**config.mk**
```make
export PLATFORM = sky130hd
export DESIGN_NAME = mac_buffer_address_and_loopback_regs
export DESIGN_NICKNAME = d
export VERILOG_FILES = /design/src/hw/mac_regs_pkg.sv /design/src/hw/loopback_decoder.sv /design/src/hw/rx_ring_pointer.sv /design/src/hw/mac_buffer_address_and_loopback_regs.sv
export SDC_FILE = /design/constraint.sdc
export NUM_CORES = 1
export LEC_CHECK = 0
export BUFFER_PORTS_ARGS = -buffer_cell sky130_fd_sc_hd__buf_2
export CAP_MARGIN = 20
export CELL_PAD_IN_SITES_DETAIL_PLACEMENT = 0
export CELL_PAD_IN_SITES_GLOBAL_PLACEMENT = 1
export CORE_MARGIN = 5
export CORE_UTILIZATION = 45
export DETAILED_ROUTE_END_ITERATION = 16
export HOLD_SLACK_MARGIN = 0.05
export PLACE_DENSITY_LB_ADDON = 0.3
export SYNTH_ARGS = -nofsm -noshare
export SYNTH_HDL_FRONTEND = slang
export SYNTH_SLANG_ARGS = --single-unit
```
**constraint.sdc**
```tcl
create_clock -name mclk_in -period 9.1 [get_ports mclk_in]
set_clock_uncertainty 0.15 [all_clocks]
set_input_delay 1.365 -clock mclk_in [delete_from_list [all_inputs] [get_ports mclk_in]]
set_output_delay 1.365 -clock mclk_in [all_outputs]
set_load 0.005 [all_outputs]
```
**src/hw/mac_regs_pkg.sv**
```systemverilog
// constants, register map and types for the buffer address and loopback register block
package mac_regs_pkg;

	// register port pages
	localparam logic [1:0] PAGE_WRITE     = 2'h0;   // write page of split registers
	localparam logic [1:0] PAGE_STATION   = 2'h1;   // station address page
	localparam logic [1:0] PAGE_READ      = 2'h2;   // read page of split registers

	// register port offsets
	localparam logic [4:0] OFS_STATION0   = 5'h11;  // first station address byte
	localparam logic [4:0] OFS_STATION5   = 5'h16;  // last station address byte
	localparam logic [4:0] OFS_RING_START = 5'h11;  // receive ring start page
	localparam logic [4:0] OFS_RING_STOP  = 5'h12;  // receive ring stop page
	localparam logic [4:0] OFS_TX_BASE_RD = 5'h13;  // transmit table base, read
	localparam logic [4:0] OFS_TX_BASE_WR = 5'h15;  // transmit table base, write
	localparam logic [4:0] OFS_TX_LEN_L_RD = 5'h13; // frame length low, read
	localparam logic [4:0] OFS_TX_LEN_L_WR = 5'h15; // frame length low, write
	localparam logic [4:0] OFS_TX_LEN_H   = 5'h16;  // frame length high
	localparam logic [4:0] OFS_RX_DESC_L  = 5'h18;  // receive descriptor pointer low
	localparam logic [4:0] OFS_RX_DESC_H  = 5'h19;  // receive descriptor pointer high
	localparam logic [4:0] OFS_BURST_L    = 5'h1A;  // transmit burst address low
	localparam logic [4:0] OFS_BURST_H    = 5'h1B;  // transmit burst address high
	localparam logic [4:0] OFS_TX_CONFIG  = 5'h1D;  // transmit configuration

	// transmit configuration fields
	localparam int         TXCFG_CRC_INHIBIT_BIT = 0;  // crc generation inhibit
	localparam int         TXCFG_LOOP_LSB        = 1;  // loopback select low bit
	localparam int         TXCFG_LOOP_MSB        = 2;  // loopback select high bit
	localparam logic [7:0] TXCFG_WRITE_MASK      = 8'h07; // bits 7..3 read zero

	// values after reset
	localparam logic [7:0]  TXCFG_RESET  = 8'h00;       // normal mode, crc on
	localparam logic [7:0]  BYTE_RESET   = 8'h00;       // undefined registers start here
	localparam logic [47:0] STATION_RESET = 48'h000000000000;
	localparam logic [7:0]  PAGE_LOW_ZERO = 8'h00;      // implied low address byte

	// loopback selection
	typedef enum logic [1:0] {
		LOOP_NONE     = 2'b00,  // normal operation
		LOOP_PRE_CODEC  = 2'b01,  // internal, ahead of manchester codec
		LOOP_POST_CODEC = 2'b10,  // internal, after codec, pin high
		LOOP_EXTERNAL   = 2'b11   // through transceiver, pin low
	} loopback_mode_t;

endpackage : mac_regs_pkg

```
**src/hw/loopback_decoder.sv**
```systemverilog
// decoder from the loopback select field to the loopback path controls
`timescale 1ns/100ps
module loopback_decoder
(
	input  wire logic [1:0] select_in,         // loopback select field
	output logic            pre_codec_out,     // loop ahead of the codec
	output logic            post_codec_out,    // loop after the codec
	output logic            external_out,      // loop through transceiver
	output logic            loop_pin_out       // level for the loopback pin
);

	// one path per nonzero select code, none for 00; only 10 raises the pin
	always_comb
	begin
		pre_codec_out  = 1'b0;
		post_codec_out = 1'b0;
		external_out   = 1'b0;
		loop_pin_out   = 1'b0;
		unique case (mac_regs_pkg::loopback_mode_t'(select_in))
			mac_regs_pkg::LOOP_NONE:
			begin
				pre_codec_out = 1'b0;
			end
			mac_regs_pkg::LOOP_PRE_CODEC:
			begin
				pre_codec_out = 1'b1;
			end
			mac_regs_pkg::LOOP_POST_CODEC:
			begin
				post_codec_out = 1'b1;
				loop_pin_out   = 1'b1;
			end
			mac_regs_pkg::LOOP_EXTERNAL:
			begin
				external_out = 1'b1;
				loop_pin_out = 1'b0;
			end
		endcase
	end

endmodule : loopback_decoder

```
**src/hw/rx_ring_pointer.sv**
```systemverilog
// current receive buffer page, advancing round the ring between start and stop pages
`timescale 1ns/100ps
module rx_ring_pointer
(
	input  wire logic       clk_in,           // block clock
	input  wire logic       rst_n_in,         // synchronised reset, active low
	input  wire logic       restart_in,       // pulse: go back to the start page
	input  wire logic       advance_in,       // pulse: receive dma left a page
	input  wire logic [7:0] start_page_in,    // ring start page
	input  wire logic [7:0] stop_page_in,     // first page past the ring
	output logic      [7:0] page_out          // current page, bits 15..8
);

	logic [7:0] page;       // current page register
	logic [7:0] next_page;  // next value of page
	logic [7:0] step_page;  // page plus one

	// restart wins over advance; reaching stop wraps to start
	always_comb
	begin
		step_page = page + 8'h01;
		next_page = page;
		if (restart_in)
		begin
			next_page = start_page_in;
		end
		else if (advance_in)
		begin
			if (step_page == stop_page_in)
			begin
				next_page = start_page_in;
			end
			else
			begin
				next_page = step_page;
			end
		end
	end

	// page register
	always_ff @(posedge clk_in or negedge rst_n_in)
	begin
		if (!rst_n_in)
		begin
			page <= mac_regs_pkg::BYTE_RESET;
		end
		else
		begin
			page <= next_page;
		end
	end

	assign page_out = page;

endmodule : rx_ring_pointer

```
**src/hw/mac_buffer_address_and_loopback_regs.sv**
```systemverilog
// buffer address, station address and transmit configuration registers with loopback control
`timescale 1ns/100ps
module mac_buffer_address_and_loopback_regs
(
	input  wire logic        mclk_in,               // 40 MHz block clock
	input  wire logic        rstn_in,               // asynchronous reset, active low
	// paged host register port
	input  wire logic        host_map_linked_in,    // 1 selects the linked-list map
	input  wire logic [1:0]  host_page_in,          // register page
	input  wire logic [4:0]  host_offset_in,        // register offset
	input  wire logic        host_read_in,          // read strobe, one cycle
	input  wire logic        host_write_in,         // write strobe, one cycle
	input  wire logic [7:0]  host_wdata_in,         // write data
	output logic      [7:0]  host_rdata_out,        // read data
	output logic             host_rvalid_out,       // read data valid, one cycle
	// dma side
	input  wire logic        rx_ring_restart_in,    // receive dma restarts ring
	input  wire logic        rx_page_advance_in,    // receive dma finished a page
	input  wire logic        tx_burst_load_in,      // dma stores its burst address
	input  wire logic [15:0] tx_burst_value_in,     // burst address from dma
	output logic      [15:0] rx_current_addr_out,   // current receive buffer address
	output logic      [15:0] rx_desc_pointer_out,   // receive descriptor pointer
	output logic      [15:0] tx_table_addr_out,     // transmit table start address
	output logic      [15:0] tx_burst_addr_out,     // transmit burst scratch address
	output logic      [15:0] tx_frame_length_out,   // transmit byte count
	output logic      [47:0] station_address_out,   // individual address
	// transmitter and network side
	output logic             crc_generate_out,      // 1 lets transmitter append crc
	output logic             loop_pre_codec_out,    // internal loop before codec
	output logic             loop_post_codec_out,   // internal loop after codec
	output logic             loop_external_out,     // external loop through transceiver
	output logic             loop_pin_out           // loopback pin to transceiver
);

	// reset synchroniser
	logic       rst_sync1;      // first stage
	logic       rst_n;          // released reset used everywhere

	// software registers
	logic [47:0] station_address_bytes;      // station address, byte 0 low
	logic [7:0]  receive_ring_start_page;    // ring start page
	logic [7:0]  receive_ring_stop_page;     // ring stop page
	logic [7:0]  rx_descriptor_pointer_low;  // descriptor pointer low
	logic [7:0]  rx_descriptor_pointer_high; // descriptor pointer high
	logic [7:0]  tx_burst_address_low;       // burst scratch low
	logic [7:0]  tx_burst_address_high;      // burst scratch high
	logic [7:0]  tx_descriptor_table_base;   // transmit table page
	logic [7:0]  tx_frame_length_low;        // frame length low
	logic [7:0]  tx_frame_length_high;       // frame length high
	logic [7:0]  transmit_configuration;     // transmit configuration

	// next values
	logic [47:0] next_station_address_bytes;
	logic [7:0]  next_receive_ring_start_page;
	logic [7:0]  next_receive_ring_stop_page;
	logic [7:0]  next_rx_descriptor_pointer_low;
	logic [7:0]  next_rx_descriptor_pointer_high;
	logic [7:0]  next_tx_burst_address_low;
	logic [7:0]  next_tx_burst_address_high;
	logic [7:0]  next_tx_descriptor_table_base;
	logic [7:0]  next_tx_frame_length_low;
	logic [7:0]  next_tx_frame_length_high;
	logic [7:0]  next_transmit_configuration;

	// read path and registered outputs
	logic [7:0]  read_mux;          // selected read value
	logic [7:0]  next_rdata;
	logic        next_rvalid;
	logic [7:0]  ring_page;         // current page from ring pointer
	logic        dec_pre, dec_post, dec_ext, dec_pin; // decoded loop paths
	logic [4:0]  station_index;     // offset minus first station offset

	// true when the port names this register in the allowed maps
	function automatic logic port_hit
	(
		input logic       want_normal,
		input logic       want_linked,
		input logic [1:0] want_page,
		input logic [4:0] want_offset,
		input logic       linked,
		input logic [1:0] page,
		input logic [4:0] offset
	);
		logic map_ok;
		map_ok = linked ? want_linked : want_normal;
		return map_ok && (page == want_page) && (offset == want_offset);
	endfunction : port_hit

	// two-stage release of the asynchronous reset
	always_ff @(posedge mclk_in or negedge rstn_in)
	begin
		if (!rstn_in)
		begin
			rst_sync1 <= 1'b0;
			rst_n     <= 1'b0;
		end
		else
		begin
			rst_sync1 <= 1'b1;
			rst_n     <= rst_sync1;
		end
	end

	assign station_index = host_offset_in - mac_regs_pkg::OFS_STATION0;

	// host writes; a dma store of the burst address wins over a host write
	always_comb
	begin
		next_station_address_bytes      = station_address_bytes;
		next_receive_ring_start_page    = receive_ring_start_page;
		next_receive_ring_stop_page     = receive_ring_stop_page;
		next_rx_descriptor_pointer_low  = rx_descriptor_pointer_low;
		next_rx_descriptor_pointer_high = rx_descriptor_pointer_high;
		next_tx_burst_address_low       = tx_burst_address_low;
		next_tx_burst_address_high      = tx_burst_address_high;
		next_tx_descriptor_table_base   = tx_descriptor_table_base;
		next_tx_frame_length_low        = tx_frame_length_low;
		next_tx_frame_length_high       = tx_frame_length_high;
		next_transmit_configuration     = transmit_configuration;
		if (host_write_in)
		begin
			// station bytes: page 1, both maps
			if ((host_page_in == mac_regs_pkg::PAGE_STATION) &&
				(host_offset_in >= mac_regs_pkg::OFS_STATION0) &&
				(host_offset_in <= mac_regs_pkg::OFS_STATION5))
			begin
				next_station_address_bytes[station_index[2:0] * 8 +: 8] = host_wdata_in;
			end
			if (port_hit(1'b1, 1'b0, mac_regs_pkg::PAGE_WRITE, mac_regs_pkg::OFS_RING_START,
				host_map_linked_in, host_page_in, host_offset_in))
			begin
				next_receive_ring_start_page = host_wdata_in;
			end
			if (port_hit(1'b1, 1'b0, mac_regs_pkg::PAGE_WRITE, mac_regs_pkg::OFS_RING_STOP,
				host_map_linked_in, host_page_in, host_offset_in))
			begin
				next_receive_ring_stop_page = host_wdata_in;
			end
			if (port_hit(1'b0, 1'b1, mac_regs_pkg::PAGE_WRITE, mac_regs_pkg::OFS_RX_DESC_L,
				host_map_linked_in, host_page_in, host_offset_in))
			begin
				next_rx_descriptor_pointer_low = host_wdata_in;
			end
			if (port_hit(1'b0, 1'b1, mac_regs_pkg::PAGE_WRITE, mac_regs_pkg::OFS_RX_DESC_H,
				host_map_linked_in, host_page_in, host_offset_in))
			begin
				next_rx_descriptor_pointer_high = host_wdata_in;
			end
			if (port_hit(1'b1, 1'b0, mac_regs_pkg::PAGE_READ, mac_regs_pkg::OFS_BURST_L,
				host_map_linked_in, host_page_in, host_offset_in))
			begin
				next_tx_burst_address_low = host_wdata_in;
			end
			if (port_hit(1'b1, 1'b0, mac_regs_pkg::PAGE_READ, mac_regs_pkg::OFS_BURST_H,
				host_map_linked_in, host_page_in, host_offset_in))
			begin
				next_tx_burst_address_high = host_wdata_in;
			end
			if (port_hit(1'b0, 1'b1, mac_regs_pkg::PAGE_WRITE, mac_regs_pkg::OFS_TX_BASE_WR,
				host_map_linked_in, host_page_in, host_offset_in))
			begin
				next_tx_descriptor_table_base = host_wdata_in;
			end
			if (port_hit(1'b1, 1'b0, mac_regs_pkg::PAGE_WRITE, mac_regs_pkg::OFS_TX_LEN_L_WR,
				host_map_linked_in, host_page_in, host_offset_in))
			begin
				next_tx_frame_length_low = host_wdata_in;
			end
			if (port_hit(1'b1, 1'b0, mac_regs_pkg::PAGE_WRITE, mac_regs_pkg::OFS_TX_LEN_H,
				host_map_linked_in, host_page_in, host_offset_in))
			begin
				next_tx_frame_length_high = host_wdata_in;
			end
			if (port_hit(1'b1, 1'b1, mac_regs_pkg::PAGE_WRITE, mac_regs_pkg::OFS_TX_CONFIG,
				host_map_linked_in, host_page_in, host_offset_in))
			begin
				next_transmit_configuration = host_wdata_in & mac_regs_pkg::TXCFG_WRITE_MASK;
			end
		end
		// dma keeps its burst start address in the scratch pair
		if (tx_burst_load_in)
		begin
			next_tx_burst_address_low  = tx_burst_value_in[7:0];
			next_tx_burst_address_high = tx_burst_value_in[15:8];
		end
	end

	// register file; configuration clears to normal mode with crc on
	always_ff @(posedge mclk_in or negedge rst_n)
	begin
		if (!rst_n)
		begin
			station_address_bytes      <= mac_regs_pkg::STATION_RESET;
			receive_ring_start_page    <= mac_regs_pkg::BYTE_RESET;
			receive_ring_stop_page     <= mac_regs_pkg::BYTE_RESET;
			rx_descriptor_pointer_low  <= mac_regs_pkg::BYTE_RESET;
			rx_descriptor_pointer_high <= mac_regs_pkg::BYTE_RESET;
			tx_burst_address_low       <= mac_regs_pkg::BYTE_RESET;
			tx_burst_address_high      <= mac_regs_pkg::BYTE_RESET;
			tx_descriptor_table_base   <= mac_regs_pkg::BYTE_RESET;
			tx_frame_length_low        <= mac_regs_pkg::BYTE_RESET;
			tx_frame_length_high       <= mac_regs_pkg::BYTE_RESET;
			transmit_configuration     <= mac_regs_pkg::TXCFG_RESET;
		end
		else
		begin
			station_address_bytes      <= next_station_address_bytes;
			receive_ring_start_page    <= next_receive_ring_start_page;
			receive_ring_stop_page     <= next_receive_ring_stop_page;
			rx_descriptor_pointer_low  <= next_rx_descriptor_pointer_low;
			rx_descriptor_pointer_high <= next_rx_descriptor_pointer_high;
			tx_burst_address_low       <= next_tx_burst_address_low;
			tx_burst_address_high      <= next_tx_burst_address_high;
			tx_descriptor_table_base   <= next_tx_descriptor_table_base;
			tx_frame_length_low        <= next_tx_frame_length_low;
			tx_frame_length_high       <= next_tx_frame_length_high;
			transmit_configuration     <= next_transmit_configuration;
		end
	end

	// read multiplexer; unmapped ports read zero
	always_comb
	begin
		read_mux = 8'h00;
		if ((host_page_in == mac_regs_pkg::PAGE_STATION) &&
			(host_offset_in >= mac_regs_pkg::OFS_STATION0) &&
			(host_offset_in <= mac_regs_pkg::OFS_STATION5))
		begin
			read_mux = station_address_bytes[station_index[2:0] * 8 +: 8];
		end
		else if (port_hit(1'b1, 1'b0, mac_regs_pkg::PAGE_READ, mac_regs_pkg::OFS_RING_START,
			host_map_linked_in, host_page_in, host_offset_in))
		begin
			read_mux = receive_ring_start_page;
		end
		else if (port_hit(1'b1, 1'b0, mac_regs_pkg::PAGE_READ, mac_regs_pkg::OFS_RING_STOP,
			host_map_linked_in, host_page_in, host_offset_in))
		begin
			read_mux = receive_ring_stop_page;
		end
		else if (port_hit(1'b0, 1'b1, mac_regs_pkg::PAGE_WRITE, mac_regs_pkg::OFS_RX_DESC_L,
			host_map_linked_in, host_page_in, host_offset_in))
		begin
			read_mux = rx_descriptor_pointer_low;
		end
		else if (port_hit(1'b0, 1'b1, mac_regs_pkg::PAGE_WRITE, mac_regs_pkg::OFS_RX_DESC_H,
			host_map_linked_in, host_page_in, host_offset_in))
		begin
			read_mux = rx_descriptor_pointer_high;
		end
		else if (port_hit(1'b1, 1'b0, mac_regs_pkg::PAGE_READ, mac_regs_pkg::OFS_BURST_L,
			host_map_linked_in, host_page_in, host_offset_in))
		begin
			read_mux = tx_burst_address_low;
		end
		else if (port_hit(1'b1, 1'b0, mac_regs_pkg::PAGE_READ, mac_regs_pkg::OFS_BURST_H,
			host_map_linked_in, host_page_in, host_offset_in))
		begin
			read_mux = tx_burst_address_high;
		end
		else if (port_hit(1'b0, 1'b1, mac_regs_pkg::PAGE_READ, mac_regs_pkg::OFS_TX_BASE_RD,
			host_map_linked_in, host_page_in, host_offset_in))
		begin
			read_mux = tx_descriptor_table_base;
		end
		else if (port_hit(1'b1, 1'b0, mac_regs_pkg::PAGE_READ, mac_regs_pkg::OFS_TX_LEN_L_RD,
			host_map_linked_in, host_page_in, host_offset_in))
		begin
			read_mux = tx_frame_length_low;
		end
		else if (port_hit(1'b1, 1'b0, mac_regs_pkg::PAGE_READ, mac_regs_pkg::OFS_TX_LEN_H,
			host_map_linked_in, host_page_in, host_offset_in))
		begin
			read_mux = tx_frame_length_high;
		end
		else if (port_hit(1'b1, 1'b1, mac_regs_pkg::PAGE_READ, mac_regs_pkg::OFS_TX_CONFIG,
			host_map_linked_in, host_page_in, host_offset_in))
		begin
			read_mux = transmit_configuration & mac_regs_pkg::TXCFG_WRITE_MASK;
		end
		next_rdata  = host_read_in ? read_mux : 8'h00;
		next_rvalid = host_read_in;
	end

	// current receive page walks the ring
	rx_ring_pointer u_ring
	(
		.clk_in        (mclk_in),
		.rst_n_in      (rst_n),
		.restart_in    (rx_ring_restart_in),
		.advance_in    (rx_page_advance_in),
		.start_page_in (receive_ring_start_page),
		.stop_page_in  (receive_ring_stop_page),
		.page_out      (ring_page)
	);

	// loopback path decode
	loopback_decoder u_loop
	(
		.select_in      (transmit_configuration[mac_regs_pkg::TXCFG_LOOP_MSB:
		                                        mac_regs_pkg::TXCFG_LOOP_LSB]),
		.pre_codec_out  (dec_pre),
		.post_codec_out (dec_post),
		.external_out   (dec_ext),
		.loop_pin_out   (dec_pin)
	);

	// all outputs from flip-flops; page registers carry address bits 15..8
	always_ff @(posedge mclk_in or negedge rst_n)
	begin
		if (!rst_n)
		begin
			host_rdata_out      <= 8'h00;
			host_rvalid_out     <= 1'b0;
			rx_current_addr_out <= 16'h0000;
			rx_desc_pointer_out <= 16'h0000;
			tx_table_addr_out   <= 16'h0000;
			tx_burst_addr_out   <= 16'h0000;
			tx_frame_length_out <= 16'h0000;
			station_address_out <= mac_regs_pkg::STATION_RESET;
			crc_generate_out    <= 1'b1;
			loop_pre_codec_out  <= 1'b0;
			loop_post_codec_out <= 1'b0;
			loop_external_out   <= 1'b0;
			loop_pin_out        <= 1'b0;
		end
		else
		begin
			host_rdata_out      <= next_rdata;
			host_rvalid_out     <= next_rvalid;
			rx_current_addr_out <= {ring_page, mac_regs_pkg::PAGE_LOW_ZERO};
			rx_desc_pointer_out <= {rx_descriptor_pointer_high, rx_descriptor_pointer_low};
			tx_table_addr_out   <= {tx_descriptor_table_base, mac_regs_pkg::PAGE_LOW_ZERO};
			tx_burst_addr_out   <= {tx_burst_address_high, tx_burst_address_low};
			tx_frame_length_out <= {tx_frame_length_high, tx_frame_length_low};
			station_address_out <= station_address_bytes;
			crc_generate_out    <= ~transmit_configuration[mac_regs_pkg::TXCFG_CRC_INHIBIT_BIT];
			loop_pre_codec_out  <= dec_pre;
			loop_post_codec_out <= dec_post;
			loop_external_out   <= dec_ext;
			loop_pin_out        <= dec_pin;
		end
	end

endmodule : mac_buffer_address_and_loopback_regs

```
==> impl_summary.md <==
Power and ir drop
The power per cell area is 205 nW/um2. The worst-case IR drop observed on VDD is 137 uV. The design draws 0.00257 W. The cell leakage power is 6.39 nW.

Global routing
The initial antenna violation count came to 2. The maximum number of pins on one net before global-route repair is 84. The first global-routing pass estimated 44300 um of wire. The number of global-route vias before repair is 7435. The global route total overflow is 0. The total global routing track utilization is 21.3%.

Worst setup path
The worst setup path is of the in2reg kind. The worst register-to-register path has a setup slack of 6.07 ns. In this run the worst setup path begins at host_offset_in[0].

The startpoint identified for the worst register-to-register timing path is u_ring.page_out[0]$_DFFE_PN0P_. STA classifies the critical path endpoint as a register. The required time at the worst-slack endpoint is 9.36 ns.

The kind of launch point of the worst setup path is an input pin. The critical path data arrival time is 4.49 ns. The top fanout value on the critical path is 25. The worst reg2reg path endpoint is u_ring.page_out[0]$_DFFE_PN0P_. The cell count of the worst reg-to-reg path is 7.

STA
The post-route minimum period is 4.23 ns. Headroom to the max-slew limit came out at 33.7%. The part of the cycle the worst path needs is 46.5%. The number of hold violations in the final report came to 0. The peak clock frequency supported by timing is 236 MHz. The aggregate negative setup slack is 0 ns. The final count of pins violating max slew came to 0. At the pin with the least slew margin, the transition time is 0.992 ns. Setup repair after global routing left no endpoint under its margin.

The slack of the critical path is 4.87 ns. Setup violations remaining at the end of the flow were counted as 0.

Final layout
The number of fill cells is 2038. For this run, the number of standard cells in the final layout without fillers is 1318. The proportion of layout cells with a drive suffix above 1 is 33.9%. The area growth from synthesis to layout is 18.3%. The flip-flop and latch area is 6460 um2.

The number of antenna diodes in the final layout is 0. The share of the core filled with cells in the final layout is 53.8%. In the final design database the tool counted 1027 nets. The footprint of the multi-input gates is 3800 um2.

Detailed routing
The detail route stage leaves a number of antenna-violating nets equal to 0. The detailed router finished its first iteration with 459 violations. After detailed routing, the average wire length per cell comes to 21.6 um. The routed via count is 7264.

The pre-antenna-repair detailed-routing pass consisted of 6 iterations. The routed design has 28400 um of wire. After detailed routing, the number of remaining DRC violations is 0.

The per-cell via count in the routed design is 5.51.

Synth
The cell count after synthesis came out at 828. The share of synthesized area in the top cell type comes to 60.6%. The share of synthesized registers carrying an async set or reset is 100%. The most used flip-flop cell after synthesis is sky130_fd_sc_hd__dfrtp_1. Counting flops and latches in the post-synthesis netlist gives 258.

In this run the mean area of a mapped cell was 12.8 um2. Counting flops with a built-in enable in the synthesized netlist gives 0. The sequential-to-total area share from yosys stat is 60.8%. Summing every instance area after synthesis gives 10600 um2. sky130_fd_sc_hd__dfrtp_1 takes more of the synthesized area than any other cell. For this run, the number of Yosys warnings is 0.

The synthesized netlist contains 62 unique library cells. The leading cell type by number of instances after synthesis is sky130_fd_sc_hd__dfrtp_1. By area the synthesized netlist is led by sky130_fd_sc_hd__dfrtp_1, sky130_fd_sc_hd__mux2_2, sky130_fd_sc_hd__mux2i_1. The commonest cells after synthesis are sky130_fd_sc_hd__dfrtp_1, sky130_fd_sc_hd__mux2_2, sky130_fd_sc_hd__nand2_1.

Die
For this design the top-level I/O count stands at 181. After floorplanning, the core was divided into 56 placement rows. From bottom edge to top edge, the die measures 164 um. The floorplan step defined a core boundary enclosing 23300 um2. The die covers 26800 um2.

For this configuration, the core starts out at a cell density of 45.5%. The die extent in x is 164 um.

Job
The number of max-cap violations is 0.

Place
Detailed placement ended at an HPWL of 20000 um. The routability-driven placement congestion ratio is 0.880. After detailed placement, the design holds a cell count of 1268.

The number of I/O port buffers is 164. The setup slack at placement is 4.34 ns.

Run status
The run finished with clean final reports.

Clocking
The number of hold buffers added after CTS was 0. After clock tree synthesis, the setup repair step added 0 buffers. The H-tree depth reported by CTS is 1. The clock tree from TritonCTS is built.

For the worst-skew pair, the clock arrives at the later sink with an insertion delay of 0.53 ns. The CTS buffer count is 27. The clock transition at the register clock pins on the worst setup and hold paths after CTS is 0.06 ns. The total clock sinks is 258. The maximum clock path buffer count is 3. Gates resized during post-CTS repair numbered 0.

The clock tree root driver cell is sky130_fd_sc_hd__clkbuf_16.

Min path
The worst hold-check path type is reg2async.
-- critical path, stage by stage --
cell	delay (ns)
sky130_fd_sc_hd__buf_2	0.52
sky130_fd_sc_hd__inv_1	0.19
sky130_fd_sc_hd__ha_1	0.25
sky130_fd_sc_hd__xor2_1	0.14
sky130_fd_sc_hd__buf_4	0.25
sky130_fd_sc_hd__inv_1	0.10
sky130_fd_sc_hd__ha_1	0.35
sky130_fd_sc_hd__and4_1	0.65
sky130_fd_sc_hd__nand2_1	0.35
sky130_fd_sc_hd__a21bo_2	0.30
-- power by group --
part           internal (W)  switching, W  leakage (nW)
Clock              0.000690      0.000446         0.447
Combinational     0.0000736      0.000112          2.47
Sequential          0.00120     0.0000492          3.47
Total               0.00197      0.000607          6.39
-- worst max path at each step --
stage	endpoint	slack, ns	cells past startpoint
2_1_floorplan	host_rdata_out[0]$_DFF_PN0_	1.23	0
3_3_place_gp	station_address_bytes[22]$_DFFE_PN0P_	4.42	10
3_5_place_dp	station_address_bytes[23]$_DFFE_PN0P_	4.34	10
4_1_cts	station_address_bytes[23]$_DFFE_PN0P_	4.88	10
5_1_grt	station_address_bytes[29]$_DFFE_PN0P_	4.63	10
6_report	station_address_bytes[21]$_DFFE_PN0P_	4.87	10
-- state kept, by name, summed over array words and instances (netlist names), 16 cells and up --
| register | cells |
|---|---|
| tx_frame_length_out | 16 |
| tx_burst_addr_out | 16 |
| station_address_bytes | 48 |
| rx_desc_pointer_out | 16 |
| station_address_out | 48 |
-- layout make-up --
class	count	share of cell area (%)
Inverter	21	0.628
Sequential cell	258	51.5
Clock buffer	35	5.94
Tap cell	319	3.18
Clock inverter	13	1.41
Multi-Input combinational cell	500	30.3
Timing Repair Buffer	172	7.12
-- layer usage --
layer	wire length (um)	global-route usage [%]	share of wire, %
met2	13600	34.6	48
met4	535	4.65	1.9
met3	1830	4.26	6.4
met5	27	0	0.095
met1	12500	30.0	44
-- kinds of logic after synthesis --
family          synth area share [%]
simple gates                    9.35
mux                             13.4
fa+ha+maj                      0.943
flops                           60.8
other cells                   0.0708
compound gates                  10.6
buf+inv                         3.88
xor+xnor                       0.908
-- placed cells by master, fill, tap and decap left out, types with 5 or more instances in the layout --
cell,n
sky130_fd_sc_hd__dfrtp_1,256
sky130_fd_sc_hd__clkinv_2,5
sky130_fd_sc_hd__clkbuf_16,27
sky130_fd_sc_hd__nand2_1,55
sky130_fd_sc_hd__xnor2_1,7
sky130_fd_sc_hd__mux4_2,8
sky130_fd_sc_hd__a221oi_1,11
sky130_fd_sc_hd__o32ai_1,5
sky130_fd_sc_hd__nor3b_1,5
sky130_fd_sc_hd__nor3_1,14
sky130_fd_sc_hd__inv_1,21
sky130_fd_sc_hd__buf_2,164
sky130_fd_sc_hd__o22ai_1,8
sky130_fd_sc_hd__o211ai_1,6
sky130_fd_sc_hd__nor2b_1,8
sky130_fd_sc_hd__a22oi_1,7
sky130_fd_sc_hd__conb_1,17
sky130_fd_sc_hd__buf_4,6
sky130_fd_sc_hd__o211a_1,5
sky130_fd_sc_hd__and2_1,10
sky130_fd_sc_hd__ha_1,8
sky130_fd_sc_hd__nand2b_1,6
sky130_fd_sc_hd__o221ai_1,5
sky130_fd_sc_hd__mux2_2,87
sky130_fd_sc_hd__o21ai_0,39
sky130_fd_sc_hd__a21bo_2,16
sky130_fd_sc_hd__nand4_1,22
sky130_fd_sc_hd__o311ai_0,5
sky130_fd_sc_hd__nand3_1,18
sky130_fd_sc_hd__a21oi_1,22
sky130_fd_sc_hd__a22o_1,5
sky130_fd_sc_hd__nor2_1,24
sky130_fd_sc_hd__mux2i_1,25
-- stage by stage --
step                      instance area (um2)  hold WS, ns
final                                   12600        0.200
after global placement                  11600        0.183
after floorplan                         10700        0.181
after detailed placement                11600        0.197
after global routing                    12600        0.214
after CTS                               12500        0.213
(Power assumes the default switching activity.)
